File: src/tcc_defs.svh
// Register offsets, field positions, reset values and timing constants of the timer channel block.
`ifndef TCC_DEFS_SVH
`define TCC_DEFS_SVH

// ==========================================================================
// Register offsets on the byte-wide register port
// ==========================================================================
`define TCC_ADDR_W 4
`define TCC_OFS_SC0 4'h0
`define TCC_OFS_VAL0_HI 4'h1
`define TCC_OFS_VAL0_LO 4'h2
`define TCC_OFS_SC1 4'h3
`define TCC_OFS_VAL1_HI 4'h4
`define TCC_OFS_VAL1_LO 4'h5

// ==========================================================================
// Field positions in a channel status and control register
// ==========================================================================
`define TCC_BIT_FLAG 7
`define TCC_BIT_IRQ_EN 6
`define TCC_BIT_BUF_MODE 5
`define TCC_BIT_UNBUF_MODE 4
`define TCC_BIT_ELS_HI 3
`define TCC_BIT_ELS_LO 2
`define TCC_BIT_TOGGLE_WRAP 1
`define TCC_BIT_FULL_DUTY 0

// ==========================================================================
// Edge and level select encodings
// ==========================================================================
`define TCC_ELS_OFF 2'h0
`define TCC_ELS_RISE_TOGGLE 2'h1
`define TCC_ELS_FALL_CLEAR 2'h2
`define TCC_ELS_ANY_SET 2'h3

// ==========================================================================
// Reset values and timing
// ==========================================================================
`define TCC_SC_RESET 8'h00
`define TCC_RESET_SYNC_STAGES 2
// Least stable time of a pin before capture is enabled, in bus clocks.
`define TCC_PIN_SETTLE_CLKS 2

`endif

File: src/tcc_pkg.sv
// Types shared by the timer channel capture and compare block.
package tcc_pkg;

   // =======================================================================
   // Channel operating modes
   // =======================================================================
   typedef enum logic [2:0]
   {
      TCC_MODE_PRESET,
      TCC_MODE_CAPTURE,
      TCC_MODE_COMPARE,
      TCC_MODE_BUFFERED,
      TCC_MODE_OFF
   } tcc_mode_t;

endpackage

File: src/tcc_edge_detect.sv
// Active edge detector for one input capture pin.
`timescale 1ns/1ps
`default_nettype none

module tcc_edge_detect
   import tcc_pkg::*;
(
   input wire logic ref_clk_i,
   input wire logic rst_n_i,
   input wire logic pin_i,
   input wire logic enable_i,
   input wire logic [1:0] edge_sel_i,
   output logic edge_o
);

`include "tcc_defs.svh"

   // ========================================================================
   // Previous pin level
   // ========================================================================
   // The previous level is tracked even while capture is off, so that the
   // first cycle after enabling sees no false edge from stale history.
   logic prev_q;

   always_ff @(posedge ref_clk_i or negedge rst_n_i)
   begin
      if (!rst_n_i)
      begin
         prev_q <= 1'b0;
      end
      else
      begin
         prev_q <= pin_i;
      end
   end

   // ========================================================================
   // Edge qualification
   // ========================================================================
   // Rising, falling or either edge, selected by the edge field.
   logic rise;
   logic fall;

   always_comb
   begin
      rise = pin_i & ~prev_q;
      fall = ~pin_i & prev_q;
      edge_o = 1'b0;
      if (enable_i)
      begin
         unique case (edge_sel_i)
            `TCC_ELS_RISE_TOGGLE: edge_o = rise;
            `TCC_ELS_FALL_CLEAR: edge_o = fall;
            `TCC_ELS_ANY_SET: edge_o = rise | fall;
            `TCC_ELS_OFF: edge_o = 1'b0;
         endcase
      end
   end

endmodule

`default_nettype wire

File: src/tcc_top.sv
// Two-channel capture, compare and PWM logic referenced to a shared modulo counter.
//
// Function
// - Capture mode: edge code 01 rising, 10 falling, 11 either edge.
// - Unbuffered compare: match toggles pin for 01, clears for 10, sets for 11.
// - Buffered mode select set gives buffered compare or PWM with same actions.
// - Edge field 00 disconnects channel from pin, leaving port control.
// - Once a mode is enabled the channel drives its preset level onto the pin; a capture channel leaves the pin undriven.
// - Reset clears both edge and level select bits of every channel.
// - Compare channel with toggle-on-wrap set toggles its pin at each overflow, or drives the full duty level while force is in effect.
// - Toggle-on-wrap has no effect on a capture channel.
// - Reset clears the toggle-on-wrap bit of each channel.
// - With toggle-on-wrap, overflow action beats a coincident compare action.
// - With toggle-on-wrap set, full duty force gives 100 percent PWM duty.
// - Full duty force changes take effect only from the next PWM period.
// - Value register holds captured count or compare value per mode.
// - Channel value registers are not initialised by reset.
// - Capture mode: high byte read blocks captures until low byte read.
// - Compare mode: high byte write blocks compares until low byte written.
// - Flag set by capture edge or compare match; reset clears; writing 1 ignored.
// - Flag clear needs read with flag set then write 0, void if new event.
// - Buffered mode only on channel 0; it disables channel 1 register and pin.
// - Channel interrupt request is flag and enable, masked for channel 1 while linked; reset clears enable.
//
// The address map and the strobed register port were decided locally.
`timescale 1ns/1ps
`default_nettype none

module tcc_top
   import tcc_pkg::*;
(
   input wire logic ref_clk_i,
   input wire logic reset_n_i,
   input wire logic [3:0] reg_addr_i,
   input wire logic [7:0] reg_wdata_i,
   input wire logic reg_we_i,
   input wire logic reg_re_i,
   output logic [7:0] reg_rdata_o,
   input wire logic [15:0] count_i,
   input wire logic timer_tick_i,
   input wire logic counter_wrap_i,
   input wire logic [1:0] channel_pin_i,
   output logic [1:0] channel_pin_o,
   output logic [1:0] channel_pin_oe_o,
   output logic [1:0] channel_irq_o
);

`include "tcc_defs.svh"

   // ========================================================================
   // Reset release
   // ========================================================================
   // Reset asserts at once and is released through two flops.
   logic [`TCC_RESET_SYNC_STAGES-1:0] rst_sync_q;
   logic rst_n;

   always_ff @(posedge ref_clk_i or negedge reset_n_i)
   begin
      if (!reset_n_i)
      begin
         rst_sync_q <= '0;
      end
      else
      begin
         rst_sync_q <= {rst_sync_q[`TCC_RESET_SYNC_STAGES-2:0], 1'b1};
      end
   end

   assign rst_n = rst_sync_q[`TCC_RESET_SYNC_STAGES-1];

   // ========================================================================
   // Helper functions
   // ========================================================================
   // Mode decode, used for both channels and by several processes.
   function automatic tcc_mode_t mode_of(input logic off, input logic buf_sel,
                                         input logic unbuf_sel, input logic [1:0] els);
      tcc_mode_t m;
      if (off)
         m = TCC_MODE_OFF;
      else if (els == `TCC_ELS_OFF)
         m = TCC_MODE_PRESET;
      else if (buf_sel)
         m = TCC_MODE_BUFFERED;
      else if (unbuf_sel)
         m = TCC_MODE_COMPARE;
      else
         m = TCC_MODE_CAPTURE;
      return m;
   endfunction

   // Pin level after a compare action on the current level.
   function automatic logic compare_level(input logic [1:0] els, input logic cur);
      logic lvl;
      lvl = cur;
      unique case (els)
         `TCC_ELS_RISE_TOGGLE: lvl = ~cur;
         `TCC_ELS_FALL_CLEAR: lvl = 1'b0;
         `TCC_ELS_ANY_SET: lvl = 1'b1;
         `TCC_ELS_OFF: lvl = cur;
      endcase
      return lvl;
   endfunction

   // Active pulse level, the opposite of what a compare would drive.
   // A toggle action has no defined pulse level, so the pin is held.
   function automatic logic full_level(input logic [1:0] els, input logic cur);
      logic lvl;
      lvl = cur;
      if (els == `TCC_ELS_FALL_CLEAR || els == `TCC_ELS_ANY_SET)
         lvl = ~compare_level(els, cur);
      return lvl;
   endfunction

   // ========================================================================
   // Status and control fields
   // ========================================================================
   logic [1:0] flag_q;
   logic [1:0] irq_en_q;
   logic link_q;
   logic [1:0] unbuf_q;
   logic [1:0] els_hi_q;
   logic [1:0] els_lo_q;
   logic [1:0] tov_q;
   logic [1:0] max_q;
   logic [15:0] val_q [0:1];

   // ========================================================================
   // Register port decode
   // ========================================================================
   logic [1:0] wr_sc;
   logic [1:0] rd_sc;
   logic [1:0] wr_hi;
   logic [1:0] wr_lo;
   logic [1:0] rd_hi;
   logic [1:0] rd_lo;

   // Channel 1 control is locked out while the channels are linked.
   always_comb
   begin
      wr_sc[0] = reg_we_i && reg_addr_i == `TCC_OFS_SC0;
      wr_sc[1] = reg_we_i && reg_addr_i == `TCC_OFS_SC1 && !link_q;
      rd_sc[0] = reg_re_i && reg_addr_i == `TCC_OFS_SC0;
      rd_sc[1] = reg_re_i && reg_addr_i == `TCC_OFS_SC1 && !link_q;
      wr_hi[0] = reg_we_i && reg_addr_i == `TCC_OFS_VAL0_HI;
      wr_hi[1] = reg_we_i && reg_addr_i == `TCC_OFS_VAL1_HI;
      wr_lo[0] = reg_we_i && reg_addr_i == `TCC_OFS_VAL0_LO;
      wr_lo[1] = reg_we_i && reg_addr_i == `TCC_OFS_VAL1_LO;
      rd_hi[0] = reg_re_i && reg_addr_i == `TCC_OFS_VAL0_HI;
      rd_hi[1] = reg_re_i && reg_addr_i == `TCC_OFS_VAL1_HI;
      rd_lo[0] = reg_re_i && reg_addr_i == `TCC_OFS_VAL0_LO;
      rd_lo[1] = reg_re_i && reg_addr_i == `TCC_OFS_VAL1_LO;
   end

   // ========================================================================
   // Mode decode per channel
   // ========================================================================
   tcc_mode_t mode [0:1];
   logic [1:0] mode_bits_set;
   logic wrap;

   always_comb
   begin
      mode[0] = mode_of(1'b0, link_q, unbuf_q[0], {els_hi_q[0], els_lo_q[0]});
      mode[1] = mode_of(link_q, 1'b0, unbuf_q[1], {els_hi_q[1], els_lo_q[1]});
      // Channel 1 counts as an output channel while it serves as the buffer.
      mode_bits_set[0] = link_q | unbuf_q[0];
      mode_bits_set[1] = link_q | unbuf_q[1];
      wrap = counter_wrap_i & timer_tick_i;
   end

   // ========================================================================
   // Control bits
   // ========================================================================
   // Software writes take the new mode at once; software is expected to stop
   // and reset the counter before changing a channel function.
   always_ff @(posedge ref_clk_i or negedge rst_n)
   begin
      if (!rst_n)
      begin
         irq_en_q <= 2'h0;
         link_q <= 1'b0;
         unbuf_q <= 2'h0;
         els_hi_q <= 2'h0;
         els_lo_q <= 2'h0;
         tov_q <= 2'h0;
         max_q <= 2'h0;
      end
      else
      begin
         for (int x = 0; x < 2; x++)
         begin
            if (wr_sc[x])
            begin
               irq_en_q[x] <= reg_wdata_i[`TCC_BIT_IRQ_EN];
               unbuf_q[x] <= reg_wdata_i[`TCC_BIT_UNBUF_MODE];
               els_hi_q[x] <= reg_wdata_i[`TCC_BIT_ELS_HI];
               els_lo_q[x] <= reg_wdata_i[`TCC_BIT_ELS_LO];
               tov_q[x] <= reg_wdata_i[`TCC_BIT_TOGGLE_WRAP];
               max_q[x] <= reg_wdata_i[`TCC_BIT_FULL_DUTY];
            end
         end
         if (wr_sc[0])
         begin
            link_q <= reg_wdata_i[`TCC_BIT_BUF_MODE];
         end
      end
   end

   // ========================================================================
   // Capture edge detection
   // ========================================================================
   // The outside source must keep the pin steady for two bus clocks before
   // capture is enabled, otherwise the first edge may be spurious.
   logic [1:0] edge_hit;

   for (genvar g = 0; g < 2; g++)
   begin : g_edge
      tcc_edge_detect u_edge
      (
         .ref_clk_i(ref_clk_i),
         .rst_n_i(rst_n),
         .pin_i(channel_pin_i[g]),
         .enable_i(mode[g] == TCC_MODE_CAPTURE),
         .edge_sel_i({els_hi_q[g], els_lo_q[g]}),
         .edge_o(edge_hit[g])
      );
   end

   // ========================================================================
   // Byte access interlocks
   // ========================================================================
   logic [1:0] cap_block_q;
   logic [1:0] cmp_block_q;

   always_ff @(posedge ref_clk_i or negedge rst_n)
   begin
      if (!rst_n)
      begin
         cap_block_q <= 2'h0;
         cmp_block_q <= 2'h0;
      end
      else
      begin
         for (int x = 0; x < 2; x++)
         begin
            if (rd_lo[x])
               cap_block_q[x] <= 1'b0;
            else if (rd_hi[x] && !mode_bits_set[x])
               cap_block_q[x] <= 1'b1;
            if (wr_lo[x])
               cmp_block_q[x] <= 1'b0;
            else if (wr_hi[x] && mode_bits_set[x])
               cmp_block_q[x] <= 1'b1;
         end
      end
   end

   // ========================================================================
   // Buffer selection
   // ========================================================================
   // The controlling register only changes at overflow, so a new value never
   // cuts a PWM period short.
   logic active_sel_q;
   logic last_wr_q;

   always_ff @(posedge ref_clk_i or negedge rst_n)
   begin
      if (!rst_n)
      begin
         active_sel_q <= 1'b0;
         last_wr_q <= 1'b0;
      end
      else
      begin
         if (wr_hi[1] || wr_lo[1])
            last_wr_q <= 1'b1;
         else if (wr_hi[0] || wr_lo[0])
            last_wr_q <= 1'b0;
         if (!link_q)
            active_sel_q <= 1'b0;
         else if (wrap)
            active_sel_q <= last_wr_q;
      end
   end

   // ========================================================================
   // Capture and compare events
   // ========================================================================
   logic [1:0] cap_hit;
   logic [1:0] cmp_hit;
   logic [15:0] cmp_val0;
   logic cmp_block0;

   always_comb
   begin
      cmp_val0 = active_sel_q ? val_q[1] : val_q[0];
      cmp_block0 = active_sel_q ? cmp_block_q[1] : cmp_block_q[0];
      for (int x = 0; x < 2; x++)
      begin
         cap_hit[x] = edge_hit[x] && !cap_block_q[x];
      end
      cmp_hit[0] = timer_tick_i && (count_i == cmp_val0) && !cmp_block0 &&
                   (mode[0] == TCC_MODE_COMPARE || mode[0] == TCC_MODE_BUFFERED);
      cmp_hit[1] = timer_tick_i && (count_i == val_q[1]) && !cmp_block_q[1] &&
                   mode[1] == TCC_MODE_COMPARE;
   end

   // ========================================================================
   // Channel value registers
   // ========================================================================
   // No reset on purpose: contents are undefined until written or captured.
   always_ff @(posedge ref_clk_i)
   begin
      for (int x = 0; x < 2; x++)
      begin
         if (cap_hit[x])
            val_q[x] <= count_i;
         else
         begin
            if (wr_hi[x])
               val_q[x][15:8] <= reg_wdata_i;
            if (wr_lo[x])
               val_q[x][7:0] <= reg_wdata_i;
         end
      end
   end

   // ========================================================================
   // Event flags
   // ========================================================================
   // A clear is armed by reading the flag set; any new event disarms it, so
   // an event is never lost to a late clear. A set beats a clear.
   logic [1:0] clr_arm_q;
   logic [1:0] evt;

   assign evt = cap_hit | cmp_hit;

   always_ff @(posedge ref_clk_i or negedge rst_n)
   begin
      if (!rst_n)
      begin
         flag_q <= 2'h0;
         clr_arm_q <= 2'h0;
      end
      else
      begin
         for (int x = 0; x < 2; x++)
         begin
            if (evt[x])
            begin
               flag_q[x] <= 1'b1;
               clr_arm_q[x] <= 1'b0;
            end
            else if (wr_sc[x])
            begin
               if (clr_arm_q[x] && !reg_wdata_i[`TCC_BIT_FLAG])
                  flag_q[x] <= 1'b0;
               clr_arm_q[x] <= 1'b0;
            end
            else if (rd_sc[x] && flag_q[x])
               clr_arm_q[x] <= 1'b1;
         end
      end
   end

   // ========================================================================
   // Full duty latch
   // ========================================================================
   // The force bit is sampled only at overflow, so it acts from the next period.
   logic [1:0] max_eff_q;

   always_ff @(posedge ref_clk_i or negedge rst_n)
   begin
      if (!rst_n)
      begin
         max_eff_q <= 2'h0;
      end
      else if (wrap)
      begin
         max_eff_q <= max_q;
      end
   end

   // ========================================================================
   // Output level
   // ========================================================================
   logic [1:0] out_q;
   logic [1:0] full_duty;

   always_comb
   begin
      for (int x = 0; x < 2; x++)
      begin
         full_duty[x] = tov_q[x] && max_eff_q[x];
      end
   end

   always_ff @(posedge ref_clk_i or negedge rst_n)
   begin
      if (!rst_n)
      begin
         out_q <= 2'h3;
      end
      else
      begin
         for (int x = 0; x < 2; x++)
         begin
            unique case (mode[x])
               TCC_MODE_PRESET, TCC_MODE_OFF, TCC_MODE_CAPTURE:
                  out_q[x] <= ~unbuf_q[x];
               TCC_MODE_COMPARE, TCC_MODE_BUFFERED:
               begin
                  if (wrap && tov_q[x])
                  begin
                     if (full_duty[x])
                        out_q[x] <= full_level({els_hi_q[x], els_lo_q[x]}, out_q[x]);
                     else
                        out_q[x] <= ~out_q[x];
                  end
                  else if (cmp_hit[x] && !full_duty[x])
                     out_q[x] <= compare_level({els_hi_q[x], els_lo_q[x]}, out_q[x]);
               end
            endcase
         end
      end
   end

   // ========================================================================
   // Pins and interrupt requests
   // ========================================================================
   // The pin is driven only in output modes, starting from the preset level.
   always_comb
   begin
      for (int x = 0; x < 2; x++)
      begin
         channel_pin_oe_o[x] = mode[x] == TCC_MODE_COMPARE || mode[x] == TCC_MODE_BUFFERED;
         channel_irq_o[x] = flag_q[x] && irq_en_q[x] && mode[x] != TCC_MODE_OFF;
      end
      channel_pin_o = out_q;
   end

   // ========================================================================
   // Read data
   // ========================================================================
   // Read data appear the cycle after the strobe; unmapped addresses read zero.
   always_ff @(posedge ref_clk_i or negedge rst_n)
   begin
      if (!rst_n)
      begin
         reg_rdata_o <= 8'h00;
      end
      else if (reg_re_i)
      begin
         unique case (reg_addr_i)
            `TCC_OFS_SC0:
               reg_rdata_o <= {flag_q[0], irq_en_q[0], link_q, unbuf_q[0],
                               els_hi_q[0], els_lo_q[0], tov_q[0], max_q[0]};
            `TCC_OFS_SC1:
               reg_rdata_o <= link_q ? `TCC_SC_RESET :
                              {flag_q[1], irq_en_q[1], 1'b0, unbuf_q[1],
                               els_hi_q[1], els_lo_q[1], tov_q[1], max_q[1]};
            `TCC_OFS_VAL0_HI: reg_rdata_o <= val_q[0][15:8];
            `TCC_OFS_VAL0_LO: reg_rdata_o <= val_q[0][7:0];
            `TCC_OFS_VAL1_HI: reg_rdata_o <= val_q[1][15:8];
            `TCC_OFS_VAL1_LO: reg_rdata_o <= val_q[1][7:0];
            default: reg_rdata_o <= 8'h00;
         endcase
      end
      else
      begin
         reg_rdata_o <= 8'h00;
      end
   end

endmodule

`default_nettype wire

File: config.mk
export PLATFORM = sky130hd
export DESIGN_NAME = tcc_top
export DESIGN_NICKNAME = d
export VERILOG_FILES = /design/src/tcc_pkg.sv /design/src/tcc_edge_detect.sv /design/src/tcc_top.sv
export VERILOG_INCLUDE_DIRS = /design/src
export SDC_FILE = /design/constraint.sdc
export NUM_CORES = 1
export LEC_CHECK = 0
export BUFFER_PORTS_ARGS = -buffer_cell sky130_fd_sc_hd__buf_2
export CAP_MARGIN = 0
export CORE_ASPECT_RATIO = 0.6
export CORE_MARGIN = 3
export CORE_UTILIZATION = 39
export CTS_BUF_LIST = sky130_fd_sc_hd__clkbuf_8 sky130_fd_sc_hd__clkbuf_16
export CTS_CLUSTER_SIZE = 14
export DETAILED_ROUTE_END_ITERATION = 7
export PLACE_DENSITY = 0.71
export SETUP_SLACK_MARGIN = 0.1
export SYNTH_ARGS = -nofsm -noshare
export SYNTH_HDL_FRONTEND = slang
export SYNTH_HIERARCHICAL = 1
export SYNTH_SLANG_ARGS = --single-unit
export TNS_END_PERCENT = 20
File: constraint.sdc
create_clock -name ref_clk_i -period 1.2 [get_ports ref_clk_i]
set_input_delay 0.06 -clock ref_clk_i [delete_from_list [all_inputs] [get_ports ref_clk_i]]
set_output_delay 0.06 -clock ref_clk_i [all_outputs]
set_load 0.05 [all_outputs]
==> reports/results.txt <==
Status -> finished with violations
Violated checks -> negative setup slack
Synth top cells by count -> mux2_2 (49), dfrtp_1 (37), edfxtp_1 (32)
Sequential cell area fraction in the yosys report -> 48.2%
Total power -> 8.72 mW
Hold Crit Class -> in2reg
Gate Count Post-Synth -> 351
Layout cells sized above 1 -> 54.3%
Nets@finish -> 564
TritonCTS Buffers -> 9
Async SR Flop Fraction -> 54.9%
WL final -> 13100 um
Pin count of the biggest net entering global routing -> 38
N_diodes -> 0
IO Pins -> 50
P_leak -> 2.77 nW
Clk pin slew, worst setup/hold paths -> 60 ps
Vias -> 3592
Die X -> 137 um
DR DRC count -> 0
Vias per std cell -> 5.41
Root Driver -> clkbuf_16
Die height -> 84.7 um
EDFF count, synth -> 32
Flops & latches, synth -> 71
DP Worst Slack -> -1160 ps
Crit end category -> flop
Design Area, Final -> 6190 um2
Gp weighted congestion -> 0.909
Critical path class -> reg2reg
Final setup viols -> 88
Max FO, Critical Path -> 6
Clk sinks -> 71
Vias in the first global route -> 3624
Worst Path Required -> 1470 ps
DR iter-0 viols -> 287
Worst skew pair latency -> 350 ps
Synthesized area -> 4030 um2
CTS tree -> yes
Cell area after placement -> 5490 um2
Hold Fails Final Rpt -> 0
Core ar. -> 9950 um2
Routed WL per cell -> 19.8 um
Most used DFF post-synth -> dfrtp_1
Top cell type's share of synthesized area -> 23.9%
Top cells by area, synth -> edfxtp_1 (24%), dfrtp_1 (23%), mux2_2 (14%)
Global-route wire length before repair -> 20300 um
# rows -> 28
Slew Viols, Final -> 0
DP HPWL -> 9760 um
Routed Antenna Nets -> 0
Count leader, synth -> mux2_2
Syn. warnings -> 6
Synth cell types -> 50
Gr ovfl total -> 0
Die area -> 11600 um2
Initial antenna violation count -> 0
Final Skew -> 10.8 ps
Period utilization -> 187%
RSZ-0062 raised after global routing -> true
CTS Buffer Depth -> 2
Worst EP arrival -> 2520 ps
Fin crit period -> 2250 ps
Layout area overhead -> 53.7%
Port-buffer cells -> 49
Total GRT Usage -> 23.7%
Initial Utilization -> 40.5%
Top reg by flops -> val_q
Max FFs per register -> 32
Syn Nets -> 391
Biggest area consumer among synthesized cells -> edfxtp_1
Peak VDD IR -> 0.907 mV
Startpoint types -> flop
Drt first pass iters -> 8
Max-cap violations -> 0
H-tree Lvls -> 3
Pwr dens -> 1410 nW/um2
Final hold slack -> 7.41 ps
Biggest regs -> val_q: 32 flops, reg_rdata_o: 8 flops
Mean Syn Cell Area -> 11.5 um2
Final worst slack -> -1050 ps
F_max -> 445 MHz
==> placed cells by master, fill, tap and decap left out, types with 11 or more instances in the layout <==
master	count
buf_2	43
xnor2_1	11
buf_6	15
nor2_1	14
inv_1	14
buf_4	103
mux2_2	17
xor2_1	21
edfxtp_1	32
dfrtp_1	32
a21oi_1	16
nand2_1	18
mux2_4	33
==> where the power goes <==
| group | total [mW] | switching, mW | internal, mW |
|---|---|---|---|
| registers | 3.27 | 0.326 | 2.95 |
| logic | 2.97 | 1.44 | 1.53 |
| clock network | 2.48 | 1.01 | 1.48 |
==> worst max-delay path, stage by stage (launching register included) <==
cell	delay [ps]
dfrtp_2	490
buf_6	170
mux2i_1	230
xor2_1	240
nand3_2	150
a2111oi_4	470
a21oi_2	110
mux2_4	300
==> final cells by class <==
type                            count  area [um2]
Inverter                           10        37.5
Clock buffer                       11         253
Fill cell                         807        3760
Clock inverter                      5        20.0
Tap cell                          135         169
Multi-Input combinational cell    256        2370
Timing Repair Buffer              176        1400
Sequential cell                    71        1950
==> worst paths after layout <==
path                                           from                      endpoint  slack [ps]  cells after the start
max                        active_sel_q$_DFFE_PN0P_  channel_pin_o[0]$_DFFE_PN1P_       -1050                      7
min                                        reg_re_i    cap_block_q[1]$_DFFE_PN0P_           7                      2
max reg2reg                active_sel_q$_DFFE_PN0P_  channel_pin_o[0]$_DFFE_PN1P_       -1050                      7
min reg2reg                 rst_sync_q[1]$_DFF_PN0_      active_sel_q$_DFFE_PN0P_         230                      1
max in group asynchronous   rst_sync_q[1]$_DFF_PN0_  channel_pin_o[0]$_DFFE_PN1P_         710                      1
min in group asynchronous                 reset_n_i       rst_sync_q[0]$_DFF_PN0_          30                      2
==> cells by family after synthesis <==
group	Yosys count	share of synthesized area [%]
fa+ha+maj	4	1.24
mux	63	17.3
xor+xnor	32	6.96
compound gates	64	11.5
other cells	1	0.0931
buf+inv	24	2.42
simple gates	92	12.3
flops	71	48.2
==> metrics by stage <==
stage	util, %	setup TNS [ps]	std cells
floorplan	-	-57680	351
CTS	60.9	-56100	662
detailed placement	55.2	-63190	639
global route	62.2	-64150	664
finish	62.2	-59210	664
global placement	55.2	-59730	639
==> what timing repair did <==
action	in CTS	in global routing
pin swaps	19	10
hold buffers	4	0
gates resized for setup	62	28
endpoints found under the hold margin	5	0
endpoints found under the setup margin	93	95
buffers inserted	3	2
==> layer usage <==
metal	GRT usage, %	wire (um)
met4	5.80	211
met3	6.29	1070
met5	0	0
met1	35.2	6260
met2	34.3	5600
No activity file was read; power rests on OpenSTA's default activity.
